File: src/design/udsr_regs.svh
`ifndef UDSR_REGS_SVH
`define UDSR_REGS_SVH

// ----------------------------------------
// Command codes
// ----------------------------------------
`define UDSR_CMD_DEV_STATUS 8'hFE
`define UDSR_CMD_FAULT_CODE 8'hFF

// ----------------------------------------
// Status and fault byte fields
// ----------------------------------------
`define UDSR_ST_ATTACH 0
`define UDSR_ST_ATTACH_CH 1
`define UDSR_ST_LOW_POWER 2
`define UDSR_ST_LOW_POWER_CH 3
`define UDSR_ST_BUS_RESET 4
`define UDSR_FC_PENDING 4
`define UDSR_STATUS_RESET 8'h00
`define UDSR_FAULT_RESET 8'h00

// ----------------------------------------
// Timing
// ----------------------------------------
`define UDSR_CLK_HZ 40000000
`define UDSR_IDLE_US 3000
`define UDSR_IDLE_CYCLES ((`UDSR_CLK_HZ / 1000000) * `UDSR_IDLE_US)

`endif

File: src/design/udsr_pkg.sv
package udsr_pkg;
	typedef enum logic [3:0] {
		UDSR_FC_NONE = 4'h0,
		UDSR_FC_PID_ENC = 4'h1,
		UDSR_FC_PID_UNKNOWN = 4'h2,
		UDSR_FC_UNEXP_PKT = 4'h3,
		UDSR_FC_TOKEN_CRC = 4'h4,
		UDSR_FC_DATA_CRC = 4'h5,
		UDSR_FC_TIMEOUT = 4'h6,
		UDSR_FC_BABBLE = 4'h7,
		UDSR_FC_EOP = 4'h8,
		UDSR_FC_NAK = 4'h9,
		UDSR_FC_STALL = 4'hA,
		UDSR_FC_OVERRUN = 4'hB,
		UDSR_FC_ISO_EMPTY = 4'hC,
		UDSR_FC_BITSTUFF = 4'hD,
		UDSR_FC_SYNC = 4'hE,
		UDSR_FC_TOGGLE = 4'hF
	} udsr_fault_t;
endpackage

File: src/design/udsr_sync.sv
`timescale 1ns/10ps
// Three-stage synchroniser; output changes once stages two and three agree.
module udsr_sync (
	// Clock and reset
	input wire logic clk,
	input wire logic rst,
	// Data
	input wire logic d,
	output logic q
);
	logic s1_r;
	logic s2_r;
	logic s3_r;

	always_ff @(posedge clk or posedge rst) begin
		if (rst) begin
			s1_r <= 1'b0;
			s2_r <= 1'b0;
			s3_r <= 1'b0;
		end else begin
			s1_r <= d;
			s2_r <= s1_r;
			s3_r <= s2_r;
		end
	end

	always_ff @(posedge clk or posedge rst) begin
		if (rst) begin
			q <= 1'b0;
		end else if (s2_r == s3_r) begin
			q <= s3_r;
		end
	end
endmodule

File: src/design/udsr_idle.sv
`timescale 1ns/10ps
// Counts cycles without bus activity; flags idle once the limit is passed.
module udsr_idle #(
	parameter int IDLE_CYCLES = 120000
) (
	// Clock and reset
	input wire logic clk,
	input wire logic rst,
	// Activity in, idle out
	input wire logic activity,
	output logic idle
);
	logic [31:0] cnt_r;

	always_ff @(posedge clk or posedge rst) begin
		if (rst) begin
			cnt_r <= 32'h0;
			idle <= 1'b0;
		end else if (activity) begin
			cnt_r <= 32'h0;
			idle <= 1'b0;
		end else if (cnt_r >= 32'(IDLE_CYCLES)) begin
			idle <= 1'b1;
		end else begin
			cnt_r <= cnt_r + 32'h1;
		end
	end
endmodule

File: src/design/udsr_top.sv
`timescale 1ns/10ps
`include "udsr_regs.svh"

module udsr_top
	import udsr_pkg::*;
#(
	parameter int IDLE_CYCLES = `UDSR_IDLE_CYCLES
) (
	// Clock and reset
	input wire logic clk,
	input wire logic rst,
	// Command interface
	input wire logic cmd_valid,
	input wire logic [7:0] cmd_code,
	input wire logic [7:0] wr_data,
	input wire logic cmd_write,
	output logic rd_valid,
	output logic [7:0] rd_data,
	// Link events
	input wire logic bus_activity,
	input wire logic bus_reset_pin,
	input wire logic vbus_lost,
	input wire logic fault_valid,
	input wire logic [3:0] fault_in,
	// Status outputs
	output logic attach_pin_n,
	output logic status_change_irq,
	output logic dev_unconfigured,
	output logic addr_zero_only,
	output logic ctrl_ep_stall,
	output logic ep_unrealize,
	output logic buffers_flush,
	output logic toggles_reset
);
	// ----------------------------------------
	// Input conditioning
	// ----------------------------------------
	logic act_s;
	logic rst_s;
	logic rst_d_r;
	logic idle;
	logic bus_reset_ev;

	udsr_sync u_sync_act (
		.clk(clk),
		.rst(rst),
		.d(bus_activity),
		.q(act_s)
	);

	udsr_sync u_sync_rst (
		.clk(clk),
		.rst(rst),
		.d(bus_reset_pin),
		.q(rst_s)
	);

	udsr_idle #(
		.IDLE_CYCLES(IDLE_CYCLES)
	) u_idle (
		.clk(clk),
		.rst(rst),
		.activity(act_s),
		.idle(idle)
	);

	always_ff @(posedge clk or posedge rst) begin
		if (rst) begin
			rst_d_r <= 1'b0;
		end else begin
			rst_d_r <= rst_s;
		end
	end

	// ----------------------------------------
	// Device status byte
	// ----------------------------------------
	logic attach_r;
	logic attach_ch_r;
	logic low_power_state_flag;
	logic low_power_state_changed;
	logic bus_reset_r;
	logic rd_status;
	logic rd_fault;
	logic wr_status;
	logic lp_nxt;
	logic lp_ch_ev;
	logic attach_nxt;

	assign rd_status = cmd_valid && !cmd_write && cmd_code == `UDSR_CMD_DEV_STATUS;
	assign rd_fault = cmd_valid && !cmd_write && cmd_code == `UDSR_CMD_FAULT_CODE;
	assign wr_status = cmd_valid && cmd_write && cmd_code == `UDSR_CMD_DEV_STATUS;
	assign bus_reset_ev = rst_s && !rst_d_r && attach_r;
	// Loss of bus power wins over a write only while attached; pin and flag both load attach_nxt, so never disagree.
	assign attach_nxt = (vbus_lost && attach_r) ? 1'b0 :
		(wr_status ? wr_data[`UDSR_ST_ATTACH] : attach_r);
	// Detach forces the low-power flag on, as a detached port is idle.
	assign lp_nxt = idle || !attach_r;
	assign lp_ch_ev = lp_nxt != low_power_state_flag;

	always_ff @(posedge clk or posedge rst) begin
		if (rst) begin
			attach_r <= 1'b0;
			attach_ch_r <= 1'b0;
		end else begin
			attach_r <= attach_nxt;
			if (vbus_lost && attach_r) begin
				attach_ch_r <= 1'b1;
			end else if (rd_status) begin
				attach_ch_r <= 1'b0;
			end
		end
	end

	always_ff @(posedge clk or posedge rst) begin
		if (rst) begin
			low_power_state_flag <= 1'b0;
			low_power_state_changed <= 1'b0;
		end else begin
			low_power_state_flag <= lp_nxt;
			if (lp_ch_ev) begin
				low_power_state_changed <= 1'b1;
			end else if (rd_status) begin
				low_power_state_changed <= 1'b0;
			end
		end
	end

	always_ff @(posedge clk or posedge rst) begin
		if (rst) begin
			bus_reset_r <= 1'b0;
		end else if (bus_reset_ev) begin
			bus_reset_r <= 1'b1;
		end else if (rd_status) begin
			bus_reset_r <= 1'b0;
		end
	end

	// Event pulse registered together with the flag that it reports.
	always_ff @(posedge clk or posedge rst) begin
		if (rst) begin
			status_change_irq <= 1'b0;
		end else begin
			status_change_irq <= lp_ch_ev || bus_reset_ev || (vbus_lost && attach_r);
		end
	end

	always_ff @(posedge clk or posedge rst) begin
		if (rst) begin
			attach_pin_n <= 1'b1;
		end else begin
			attach_pin_n <= !attach_nxt;
		end
	end

	// ----------------------------------------
	// Default-state actions on bus reset
	// ----------------------------------------
	// Endpoint interrupt status is left untouched by this block.
	always_ff @(posedge clk or posedge rst) begin
		if (rst) begin
			dev_unconfigured <= 1'b1;
			addr_zero_only <= 1'b1;
			ctrl_ep_stall <= 1'b0;
			ep_unrealize <= 1'b0;
			buffers_flush <= 1'b0;
			toggles_reset <= 1'b0;
		end else begin
			if (bus_reset_ev) begin
				dev_unconfigured <= 1'b1;
				addr_zero_only <= 1'b1;
			end else if (wr_status) begin
				dev_unconfigured <= 1'b0;
				addr_zero_only <= 1'b0;
			end
			ctrl_ep_stall <= bus_reset_ev;
			ep_unrealize <= bus_reset_ev;
			buffers_flush <= bus_reset_ev;
			toggles_reset <= bus_reset_ev;
		end
	end

	// ----------------------------------------
	// Fault code byte
	// ----------------------------------------
	udsr_fault_t fault_r;
	logic fault_pending;

	always_ff @(posedge clk or posedge rst) begin
		if (rst) begin
			fault_r <= UDSR_FC_NONE;
			fault_pending <= 1'b0;
		end else begin
			if (fault_valid) begin
				fault_r <= udsr_fault_t'(fault_in);
			end
			if (fault_valid && fault_in != 4'h0) begin
				fault_pending <= 1'b1;
			end else if (rd_fault) begin
				fault_pending <= 1'b0;
			end
		end
	end

	// ----------------------------------------
	// Read answers
	// ----------------------------------------
	always_ff @(posedge clk or posedge rst) begin
		if (rst) begin
			rd_valid <= 1'b0;
			rd_data <= 8'h00;
		end else begin
			rd_valid <= rd_status || rd_fault;
			if (rd_status) begin
				rd_data <= {3'h0, bus_reset_r, low_power_state_changed,
					low_power_state_flag, attach_ch_r, attach_r};
			end else if (rd_fault) begin
				rd_data <= {3'h0, fault_pending, 4'(fault_r)};
			end
		end
	end
endmodule

File: config.mk
export PLATFORM = sky130hd
export DESIGN_NAME = udsr_top
export DESIGN_NICKNAME = d
export VERILOG_FILES = /design/src/design/udsr_pkg.sv /design/src/design/udsr_sync.sv /design/src/design/udsr_idle.sv /design/src/design/udsr_top.sv
export VERILOG_INCLUDE_DIRS = /design/src /design/src/design
export SDC_FILE = /design/constraint.sdc
export NUM_CORES = 1
export LEC_CHECK = 0
export BUFFER_PORTS_ARGS = -buffer_cell sky130_fd_sc_hd__buf_2
export CAP_MARGIN = 40
export CORE_ASPECT_RATIO = 0.75
export CORE_MARGIN = 2
export CORE_UTILIZATION = 30
export CTS_BUF_LIST = sky130_fd_sc_hd__clkbuf_4
export DETAILED_ROUTE_END_ITERATION = 6
export PLACE_DENSITY = 0.47
export SETUP_SLACK_MARGIN = 0.05
export SLEW_MARGIN = 20
export SYNTH_ARGS = -nofsm -noshare
export SYNTH_HDL_FRONTEND = slang
export SYNTH_SLANG_ARGS = --single-unit
File: constraint.sdc
create_clock -name clk -period 2.16 [get_ports clk]
set_clock_uncertainty 0.05 [all_clocks]
set_input_delay 0.432 -clock clk [delete_from_list [all_inputs] [get_ports clk]]
set_output_delay 0.432 -clock clk [all_outputs]
set_load 0.03 [all_outputs]
== After elaboration in Yosys (flattened, before gate mapping) ==
Cells that the tools add are included.
Word-level totals
  register bits after elaboration: 65
Operators by class
  add/subtract/negate cells: 1
  magnitude comparators: 1
  equality and inequality tests: 6
  mux-type cells: 16
  reductions and logical operators: 25
Operators by type and width (number)
  2-to-1 mux 32 bit: 2
  adder 32 x 1 -> 32 bit (second input constant): 1
  >= comparator 32 x 17 -> 1 bit (second input constant): 1
  == test 8 bit (second input constant): 2
  2-to-1 mux 8 bit: 2
  nonzero test 2 bit: 7
  2-to-1 mux 1 bit: 12
  logical AND 1 bit: 9
  logical NOT 1 bit: 4
  logical OR 1 bit: 4
  nonzero test 4 bit: 1
  == test 1 bit: 2
  != test 2 bit (second input constant): 1
  != test 1 bit: 1

== Longest topological paths before layout ==
Gate-level depths: netlist of run 1.
  depth in word-level cells: 5
  gate-level depth with buffers: 6

== Modules after synthesis ==
Synthesis of run 1 repeated with hierarchy kept, for this count alone.
Unflattened totals
  cells, all modules: 233
  area total of the unflattened synthesis: 2726.4 µm²
Modules (own cells, without submodules)
  udsr_idle: instances 1, cells each 146, area each 1549.0 µm²
  udsr_top: instances 1, cells each 75, area each 947.2 µm²
  udsr_sync: instances 2, cells each 6, area each 115.1 µm²

== Worst setup path after synthesis of run 1 ==
Ideal clock, no wire load.
  path type: reg2reg
  start point: register u_idle.cnt_r[21]
  end point: register u_idle.cnt_r[12]
  arrival time: 1.725 ns
  slack: 0.257 ns
  stages on the path, launching flop included: 6
  buffers on the path: 0
  cells stage by stage: dfrtp_1 -> nor4_4 -> nand4_4 -> a211oi_4 -> and3_1 -> mux2_1
Between the ends
  cells in the longest elaborated chain, start to end: 2
RTL lines
  start, declared: line udsr_idle.sv:13  | logic [31:0] cnt_r;
  start signal, assigned: line udsr_idle.sv:25  | cnt_r <= cnt_r + 32'h1;
  >= comparator 32 x 17 -> 1 bit: line udsr_idle.sv:22  | end else if (cnt_r >= 32'(IDLE_CYCLES)) begin
  != test 2 bit (no source line)
No other way between the ends.
A chain may end at the register's enable or synchronous reset.

== Worst setup path after layout of run 1 ==
  start point: register u_idle.cnt_r[21]
  end point: register u_idle.cnt_r[8]
The elaborated chain is that of the path after synthesis.

==> impl_metrics.json, run 1 <==
{
  "status": "finished clean",
  "synthMuxAreaShare": 0.0730,
  "drt-total-wl_mm": 4.80,
  "largest_reg_flops": 32,
  "synth-adder-area-share": 0.0166,
  "num_rows": 29,
  "crit_fanout": 5,
  "tns_ns": 0,
  "stdcell_area_mm2": 0.00314,
  "cts_inserted_buffers": 9,
  "end_kind": "flip-flop",
  "layout_commonest_cell": "dfrtp_1",
  "largest_registers": "u_idle.cnt_r: 32 flops, rd_data: 5 flops, fault_r: 4 flops",
  "syn-cell-area_mm2": 0.00271,
  "synth_edf_count": 0,
  "path_depth": 6,
  "cts-resized-gates": 0,
  "hp-class": "in -> reg",
  "power.switching_mw": 0.571,
  "hold_end": "u_sync_rst.s1_r",
  "ys_seq_elements": 62,
  "start_util": 0.315,
  "finalNetCount": 299,
  "arrival_ns": 2.23,
  "cts_setup_buffers": 0,
  "io_pins": 45,
  "cts_tree": "built",
  "clkPwrFrac": 0.340,
  "rr_worst_depth": 6,
  "clkTransAtPathRegs_ns": 0.10,
  "regToRegSetupSlack_ns": 0.18,
  "area_growth_pct": 15.9,
  "synth-main-ff-cell": "dfrtp_1",
  "dieArea_mm2": 0.00981,
  "critPathBufInv": 1,
  "async_reset_ff_frac": 1.00,
  "via_per_inst": 4.51,
  "cp_slowest_stage_delay_ns": 0.42,
  "ir_worst_vdd_uv": 384,
  "coreArea_mm2": 0.00860,
  "synth_area_per_cell_um2": 11.8,
  "yosys_warnings": 0,
  "grt.overflow.total": 0,
  "die_x_um": 114,
  "powerDensity_mw_per_mm2": 705,
  "clk_path_buf_depth": 2,
  "cp_top_family": "simple AND/OR/NAND/NOR gates",
  "htreeDepth": 3,
  "worst_hold_slack_ns": 0.0740,
  "hold_depth": 1,
  "die_h_um": 86.3,
  "cp-start-kind": "flip-flop",
  "crit_chain": "nor4_4 -> nand4_4 -> a211oi_4 -> buf_4 -> nand2_1 -> mux2_1",
  "grt_pass1_vias": 1701,
  "finalCriticalPeriod_ns": 1.98,
  "drt_iter0_drc": 61,
  "port_buffers": 34,
  "clockRootBuffer": "clkbuf_4",
  "drtPass1Iterations": 4,
  "min-delay-start": "bus_reset_pin",
  "dr_total_vias": 1721,
  "clk_latency_ns": 0.41,
  "leakage_nw": 1.49,
  "critical_path.slowest_cell": "dfrtp_1",
  "hpwl_mm": 3.26,
  "grt_max_degree": 63,
  "p_seq_frac": 0.562,
  "swShare": 0.258,
  "maxCapViolCount": 0,
  "rsz0062_at_grt": "no",
  "drc_errors": 0,
  "synth_compound_area_frac": 0.0771,
  "p_int_mw": 1.64,
  "placed_area_mm2": 0.00300,
  "gp_congestion": 0.746,
  "setup_viol": 0,
  "slew_viol_final": 0,
  "timing.rr.end": "u_idle.cnt_r[8]",
  "antenna_found_initial": 0,
  "r2r-start": "u_idle.cnt_r[21]",
  "grt_util_all_layers": 0.112,
  "finalHoldViolations": 0,
  "synth_cell_types": 42,
  "drive_above_1_share": 0.274,
  "comb_power_share": 0.098,
  "ys_seq_area_frac": 0.574,
  "syn_inst": 230,
  "yosys.area_share.xor_xnor": 0.0226,
  "synth_top_family_by_area": "simple AND/OR/NAND/NOR gates",
  "min_period_over_period": 0.916,
  "yosys.area_share.simple": 0.192,
  "fmaxAchievable_ghz": 0.505,
  "ant_nets": 0,
  "path_class": "reg -> reg",
  "cts_sinks": 62,
  "grt_pass1_wl_mm": 8.39,
  "antenna_cells": 0,
  "critPathRequiredTime_ns": 2.41,
  "most-common-layout-cells": "dfrtp_1, buf_2, nor2b_1, nor2_1, nand2_1",
  "hold_buffers": 1,
  "wl_per_cell_um": 12.6,
  "top_register": "u_idle.cnt_r"
}
[metrics by stage]
step | setup WS [ns] | instances | util | power [mW]
2_1_floorplan | 0.140 | 232 | - | 1.41
3_3_place_gp | 0.173 | 364 | 0.347 | 1.48
3_5_place_dp | 0.178 | 365 | 0.349 | 1.49
4_1_cts | 0.161 | 382 | 0.365 | 2.27
5_1_grt | 0.0525 | 382 | 0.365 | 2.35
6_report | 0.181 | 382 | 0.365 | 2.21
[layout make-up]
type                            count  area [um2]
Fill cell                         873        5460
Sequential cell                    62        1550
Multi-Input combinational cell    146        1040
Timing Repair Buffer               41         245
Tap cell                          108         135
Clock buffer                       10        75.1
Clock inverter                      6        52.6
Inverter                            9        33.8
[synth_stat cells (2+ instances only)]
| master | instances | share of area |
|---|---|---|
| a2111oi_1 | 2 | 0.0074 |
| a2111oi_2 | 2 | 0.011 |
| a21oi_1 | 11 | 0.020 |
| a31o_2 | 2 | 0.0065 |
| and3_1 | 4 | 0.0092 |
| and4_1 | 2 | 0.0065 |
| buf_2 | 2 | 0.0037 |
| buf_4 | 7 | 0.019 |
| clkbuf_1 | 6 | 0.0083 |
| dfrtp_1 | 60 | 0.55 |
| dfstp_2 | 2 | 0.019 |
| ha_1 | 2 | 0.0092 |
| inv_1 | 9 | 0.012 |
| maj3_1 | 2 | 0.0074 |
| mux2_1 | 4 | 0.017 |
| mux2_2 | 6 | 0.025 |
| mux2i_1 | 7 | 0.026 |
| nand2_1 | 16 | 0.022 |
| nand2b_1 | 2 | 0.0046 |
| nand3_1 | 3 | 0.0055 |
| nand3b_1 | 2 | 0.0055 |
| nand4_1 | 5 | 0.012 |
| nor2_1 | 22 | 0.030 |
| nor2b_1 | 22 | 0.051 |
| nor4_4 | 3 | 0.024 |
| o21ai_0 | 3 | 0.0055 |
| xnor2_1 | 7 | 0.023 |
[power by group through the flow]
| stage | Combinational [mW] | Sequential (mW) | Clock (mW) |
|---|---|---|---|
| 2_1_floorplan | 0.133 | 1.28 | 0 |
| 3_3_place_gp | 0.203 | 1.28 | 0 |
| 3_5_place_dp | 0.219 | 1.27 | 0 |
| 4_1_cts | 0.222 | 1.25 | 0.801 |
| 5_1_grt | 0.241 | 1.25 | 0.856 |
| 6_report | 0.217 | 1.24 | 0.752 |
[cells by family after synthesis]
| logic type | Yosys count |
|---|---|
| flip-flops | 62 |
| other | 1 |
| buffers and inverters | 24 |
| AND/OR/NAND/NOR | 87 |
| XOR/XNOR | 7 |
| adder cells (fa/ha/maj) | 4 |
| multiplexers | 18 |
| AO/OA/AOI/OAI | 27 |
[per-layer routing]
layer	vias to the layer above	track usage	share of wire
met4	0	0.0499	0.015
met5	-	0	0
met2	33	0.149	0.40
li1	855	-	-
met1	827	0.155	0.54
met3	6	0.0490	0.042
[worst max path at each step]
stage | slack (ns) | startpoint | endpoint
floorplan | 0.14 | rst | attach_ch_r
global placement | 0.17 | u_idle.cnt_r[21] | u_idle.cnt_r[12]
detailed placement | 0.18 | u_idle.cnt_r[21] | u_idle.cnt_r[8]
CTS | 0.16 | u_idle.cnt_r[21] | u_idle.cnt_r[8]
global route | 0.05 | u_idle.cnt_r[21] | u_idle.cnt_r[5]
finish | 0.18 | u_idle.cnt_r[21] | u_idle.cnt_r[8]
Note: power is estimated with default switching activity, not from simulation.
==> run 2, diff against run 1 <==
Settings changed: CORE_UTILIZATION 30 to 55, PLACE_DENSITY 0.47 to 0.77.
==> impl_metrics.json, run 2 (same netlist as run 1, synthesis figures left out) <==
{
  "drt-total-wl_mm": 4.60,
  "leakage_nw": 1.51,
  "end_kind": "flip-flop",
  "hold_end": "u_sync_rst.s1_r",
  "grt.overflow.total": 0,
  "dieArea_mm2": 0.00551,
  "grt_pass1_vias": 1835,
  "clockRootBuffer": "clkbuf_4",
  "antenna_cells": 0,
  "grt_use_met1": 0.258,
  "finalHoldViolations": 0,
  "finalCriticalPeriod_ns": 1.98,
  "critPathRequiredTime_ns": 2.39,
  "clkTransAtPathRegs_ns": 0.10,
  "num_rows": 22,
  "setup_viol": 0,
  "maxCapViolCount": 0,
  "slew_viol_final": 0,
  "rsz0062_at_grt": "no",
  "fmaxAchievable_ghz": 0.505,
  "timing.rr.end": "u_idle.cnt_r[5]",
  "start_util": 0.562,
  "hp-class": "in -> reg",
  "drtPass1Iterations": 4,
  "crit_fanout": 7,
  "powerDensity_mw_per_mm2": 782,
  "status": "finished clean",
  "stdcell_area_mm2": 0.00312,
  "dr_total_vias": 1729,
  "regToRegSetupSlack_ns": 0.18,
  "ant_nets": 0,
  "clk_latency_ns": 0.40,
  "clk_path_buf_depth": 2,
  "largest_reg_flops": 32,
  "grt_pass1_wl_mm": 8.49,
  "worst_pin_slew_ns": 0.681,
  "coreArea_mm2": 0.00482,
  "layout_commonest_cell": "dfrtp_1",
  "min_period_over_period": 0.916,
  "drive_above_1_share": 0.282,
  "htreeDepth": 3,
  "die_x_um": 85.0,
  "finalNetCount": 298,
  "busiest_layer": "met2",
  "top_register": "u_idle.cnt_r",
  "gp_congestion": 0.779,
  "rr_worst_depth": 5,
  "drt_iter0_drc": 79,
  "most-common-layout-cells": "dfrtp_1, buf_2, nor2b_1, nor2_1, nand2_1",
  "placed_area_mm2": 0.00293,
  "io_pins": 45,
  "via_per_inst": 5.19,
  "relSlewSlack": 0.546,
  "wl_per_cell_um": 13.8,
  "path_class": "reg -> reg",
  "r2r-start": "u_idle.cnt_r[7]",
  "hpwl_mm": 3.25,
  "cts_tree": "built",
  "die_h_um": 64.8,
  "grt_max_degree": 31,
  "antenna_found_initial": 0,
  "ir_worst_vdd_uv": 592,
  "tns_ns": 0,
  "hold_depth": 1,
  "cts_sinks": 62,
  "cp-start-kind": "flip-flop",
  "use_met3": 0.0777,
  "port_buffers": 34,
  "area_growth_pct": 15.3,
  "min-delay-start": "bus_reset_pin",
  "grt_use_met2": 0.323,
  "grt_util_all_layers": 0.204,
  "arrival_ns": 2.21,
  "cts_inserted_buffers": 9,
  "largest_registers": "u_idle.cnt_r: 32 flops, rd_data: 5 flops, fault_r: 4 flops",
  "drc_errors": 0
}
-- run 2: how the worst max path moves through the flow --
stage                           from               end  slack (ns)  depth (start not counted)
CTS                  u_idle.cnt_r[7]   u_idle.cnt_r[5]        0.12                          5
global placement     u_idle.cnt_r[7]  u_idle.cnt_r[13]        0.19                          5
floorplan                        rst       attach_ch_r        0.14                          1
finish               u_idle.cnt_r[7]   u_idle.cnt_r[5]        0.18                          5
global route        u_idle.cnt_r[21]  u_idle.cnt_r[11]        0.07                          6
detailed placement   u_idle.cnt_r[7]   u_idle.cnt_r[5]        0.13                          5
-- run 2: what timing repair did --
item	CTS	global route
resized for setup	0	1
buffers inserted	0	0
setup endpoints to repair	0	3
hold buffers	1	0
hold endpoints to repair	21	0
-- run 2: through the flow --
step           hold slack, ns  worst slack (ns)  total power, mW  std cells  utilization
2_1_floorplan           0.281             0.140             1.41        232            -
3_3_place_gp            0.283             0.193             1.47        316        0.608
3_5_place_dp            0.293             0.133             1.48        316        0.608
4_1_cts                0.0421             0.118             2.48        333        0.647
5_1_grt                0.0292            0.0671             2.57        333        0.649
6_report               0.0783             0.180             2.44        333        0.649
-- run 2: layout make-up --
cell class                 count  area, um2
inverter                       9       33.8
clock buffer                   9       67.6
timing repair buffer          40        230
clock inverter                 7        113
sequential                    62       1550
tap                           60       75.1
multi-input combinational    146       1050
fill                         377       1690
-- run 2: critical path, cell delays in order (launching register included) --
cell and delay (ns):
dfrtp_1 0.42, a211oi_1 0.33, o21ai_2 0.22, a211oi_4 0.35, nand4_1 0.16, mux2_1 0.33
-- run 2: power by group --
group,switching [mW],internal [mW]
logic,0.125,0.0819
clock network,0.408,0.580
registers,0.0415,1.21
total,0.574,1.87
-- run 2: per-layer routing --
layer | share of wire | vias up
met2 | 0.46 | 27
met4 | 0.018 | 0
met1 | 0.48 | 843
li1 | - | 851
met3 | 0.039 | 8
met5 | 0 | -
==> run 3, diff against run 2 <==
Settings changed: CELL_PAD_IN_SITES_DETAIL_PLACEMENT set to 1, CELL_PAD_IN_SITES_GLOBAL_PLACEMENT set to 2, CORE_UTILIZATION 55 to 38, PLACE_DENSITY 0.77 to 0.8.
==> impl_metrics.json, run 3 (same netlist as run 1, synthesis figures left out) <==
{
  "status": "finished clean",
  "drc_errors": 0,
  "p_int_mw": 1.53,
  "leakage_nw": 1.50,
  "cts_tree": "built",
  "coreArea_mm2": 0.00686,
  "clk_latency_ns": 0.41,
  "wl_per_cell_um": 13.3,
  "critPathRequiredTime_ns": 2.41,
  "die_x_um": 101,
  "maxCapViolCount": 0,
  "port_buffers": 34,
  "layout_commonest_cell": "dfrtp_1",
  "final_cells": 375,
  "multi_input_area_mm2": 0.00105,
  "grt.overflow.total": 0,
  "clkPwrFrac": 0.316,
  "hold_depth": 1,
  "cts_inserted_buffers": 9,
  "finalNetCount": 302,
  "finalHoldViolations": 0,
  "rr_worst_depth": 5,
  "tns_ns": 0,
  "critical_path.slowest_cell": "dfrtp_1",
  "area_growth_pct": 15.9,
  "hp-class": "in -> reg",
  "start_util": 0.395,
  "swShare": 0.285,
  "drtPass1Iterations": 4,
  "drt-total-wl_mm": 5.00,
  "power.switching_mw": 0.612,
  "regArea_mm2": 0.00155,
  "relSlewSlack": 0.534,
  "io_pins": 45,
  "dr_total_vias": 1748,
  "cp-start-kind": "flip-flop",
  "comb_power_share": 0.101,
  "arrival_ns": 2.25,
  "worst_pin_slew_ns": 0.699,
  "num_rows": 26,
  "finalCriticalPeriod_ns": 2.00,
  "end_kind": "flip-flop",
  "grt_max_degree": 33,
  "grt_util_all_layers": 0.146,
  "num-fill-cells": 747,
  "powerDensity_mw_per_mm2": 683,
  "setup_viol": 0,
  "antenna_cells": 0,
  "crit_fanout": 6,
  "rsz0062_at_grt": "yes",
  "hpwl_mm": 3.65,
  "crit_chain": "nor4_4 -> nand4_4 -> a211oi_4 -> and3_1 -> mux2_1",
  "grt_pass1_wl_mm": 8.60,
  "most-common-layout-cells": "dfrtp_1, buf_2, nor2b_1, nor2_1, nand2_1",
  "ir_worst_vdd_uv": 315,
  "path_class": "reg -> reg",
  "p_seq_frac": 0.583,
  "drt_iter0_drc": 52,
  "clk_path_buf_depth": 2,
  "largest_reg_flops": 32,
  "min_period_over_period": 0.927,
  "via_per_inst": 4.66,
  "antenna_found_initial": 0,
  "slew_viol_final": 0,
  "cts_sinks": 62,
  "largest_registers": "u_idle.cnt_r: 32 flops, rd_data: 5 flops, fault_r: 4 flops",
  "grt_pass1_vias": 1815,
  "clkTransAtPathRegs_ns": 0.11,
  "top_register": "u_idle.cnt_r",
  "dieArea_mm2": 0.00783,
  "cp_slowest_stage_delay_ns": 0.42,
  "gp_congestion": 0.773,
  "dp_cells": 357,
  "die_h_um": 77.1,
  "ant_nets": 0,
  "htreeDepth": 3,
  "fmaxAchievable_ghz": 0.499,
  "clockRootBuffer": "clkbuf_4",
  "drive_above_1_share": 0.292
}
[run 3: changes by cell type in the layout (fill, tap and decap cells not counted), sizes merged]
| cell | previous run | this run |
|---|---|---|
| bufinv | 3 | 0 |
| buf | 39 | 43 |
| inv | 9 | 10 |
| clkinvlp | 0 | 2 |
[run 3: final timing paths]
| kind | from | endpoint | slack (ns) |
|---|---|---|---|
| setup / recovery | u_idle.cnt_r[21] | u_idle.cnt_r[12] | 0.16 |
| hold / removal | bus_reset_pin | u_sync_rst.s1_r | 0.06 |
| setup reg to reg | u_idle.cnt_r[21] | u_idle.cnt_r[12] | 0.16 |
| hold reg to reg | u_sync_rst.s1_r | u_sync_rst.s2_r | 0.32 |
| max in group asynchronous | rst | attach_pin_n | 1.05 |
| min in group asynchronous | rst | u_idle.cnt_r[21] | 0.46 |
[run 3: power groups by stage]
stage	clock network [mW]	logic, mW	registers [mW]
floorplan	0	0.133	1.28
global placement	0	0.211	1.27
detailed placement	0	0.217	1.27
CTS	0.719	0.220	1.25
global route	0.767	0.243	1.26
finish	0.677	0.216	1.25
[run 3: through the flow]
stage | instance area [um2] | utilization | setup slack (ns) | total power [mW] | hold WS, ns
CTS | 3120 | 0.455 | 0.0942 | 2.19 | 0.0273
floorplan | 2720 | - | 0.140 | 1.41 | 0.281
global route | 3140 | 0.457 | 0.0292 | 2.27 | 0.0101
detailed placement | 3000 | 0.437 | 0.140 | 1.49 | 0.288
global placement | 3000 | 0.437 | 0.159 | 1.48 | 0.282
finish | 3140 | 0.457 | 0.157 | 2.14 | 0.0631
[run 3: area by class of cell]
type,instances,share of cell area
clock buffer,9,0.0215
clock inverter,7,0.0159
inverter,9,0.0108
multi-input combinational,146,0.335
sequential,62,0.495
tap,98,0.0391
timing repair buffer,44,0.0829
[run 3: worst max-delay path, delay by kind of cell (launching register included)]
kind | cells | cell delay [ns]
mux | 1 | 0.32
simple gates | 3 | 0.80
compound gates | 1 | 0.30
flops | 1 | 0.42
[run 3: metal layers]
layer	track usage	up-vias	share of wire
met5	0	-	0
met4	0.0568	0	0.015
met3	0.0629	6	0.033
met2	0.207	17	0.45
met1	0.197	869	0.50
li1	-	856	-
[run 3: what timing repair did]
action / in CTS / in global routing
hold buffers: 1 / 0
setup buffers: 0 / 1
endpoints found under the setup margin: 0 / 6
hold endpoints to repair: 14 / 0
gates resized for setup: 0 / 1
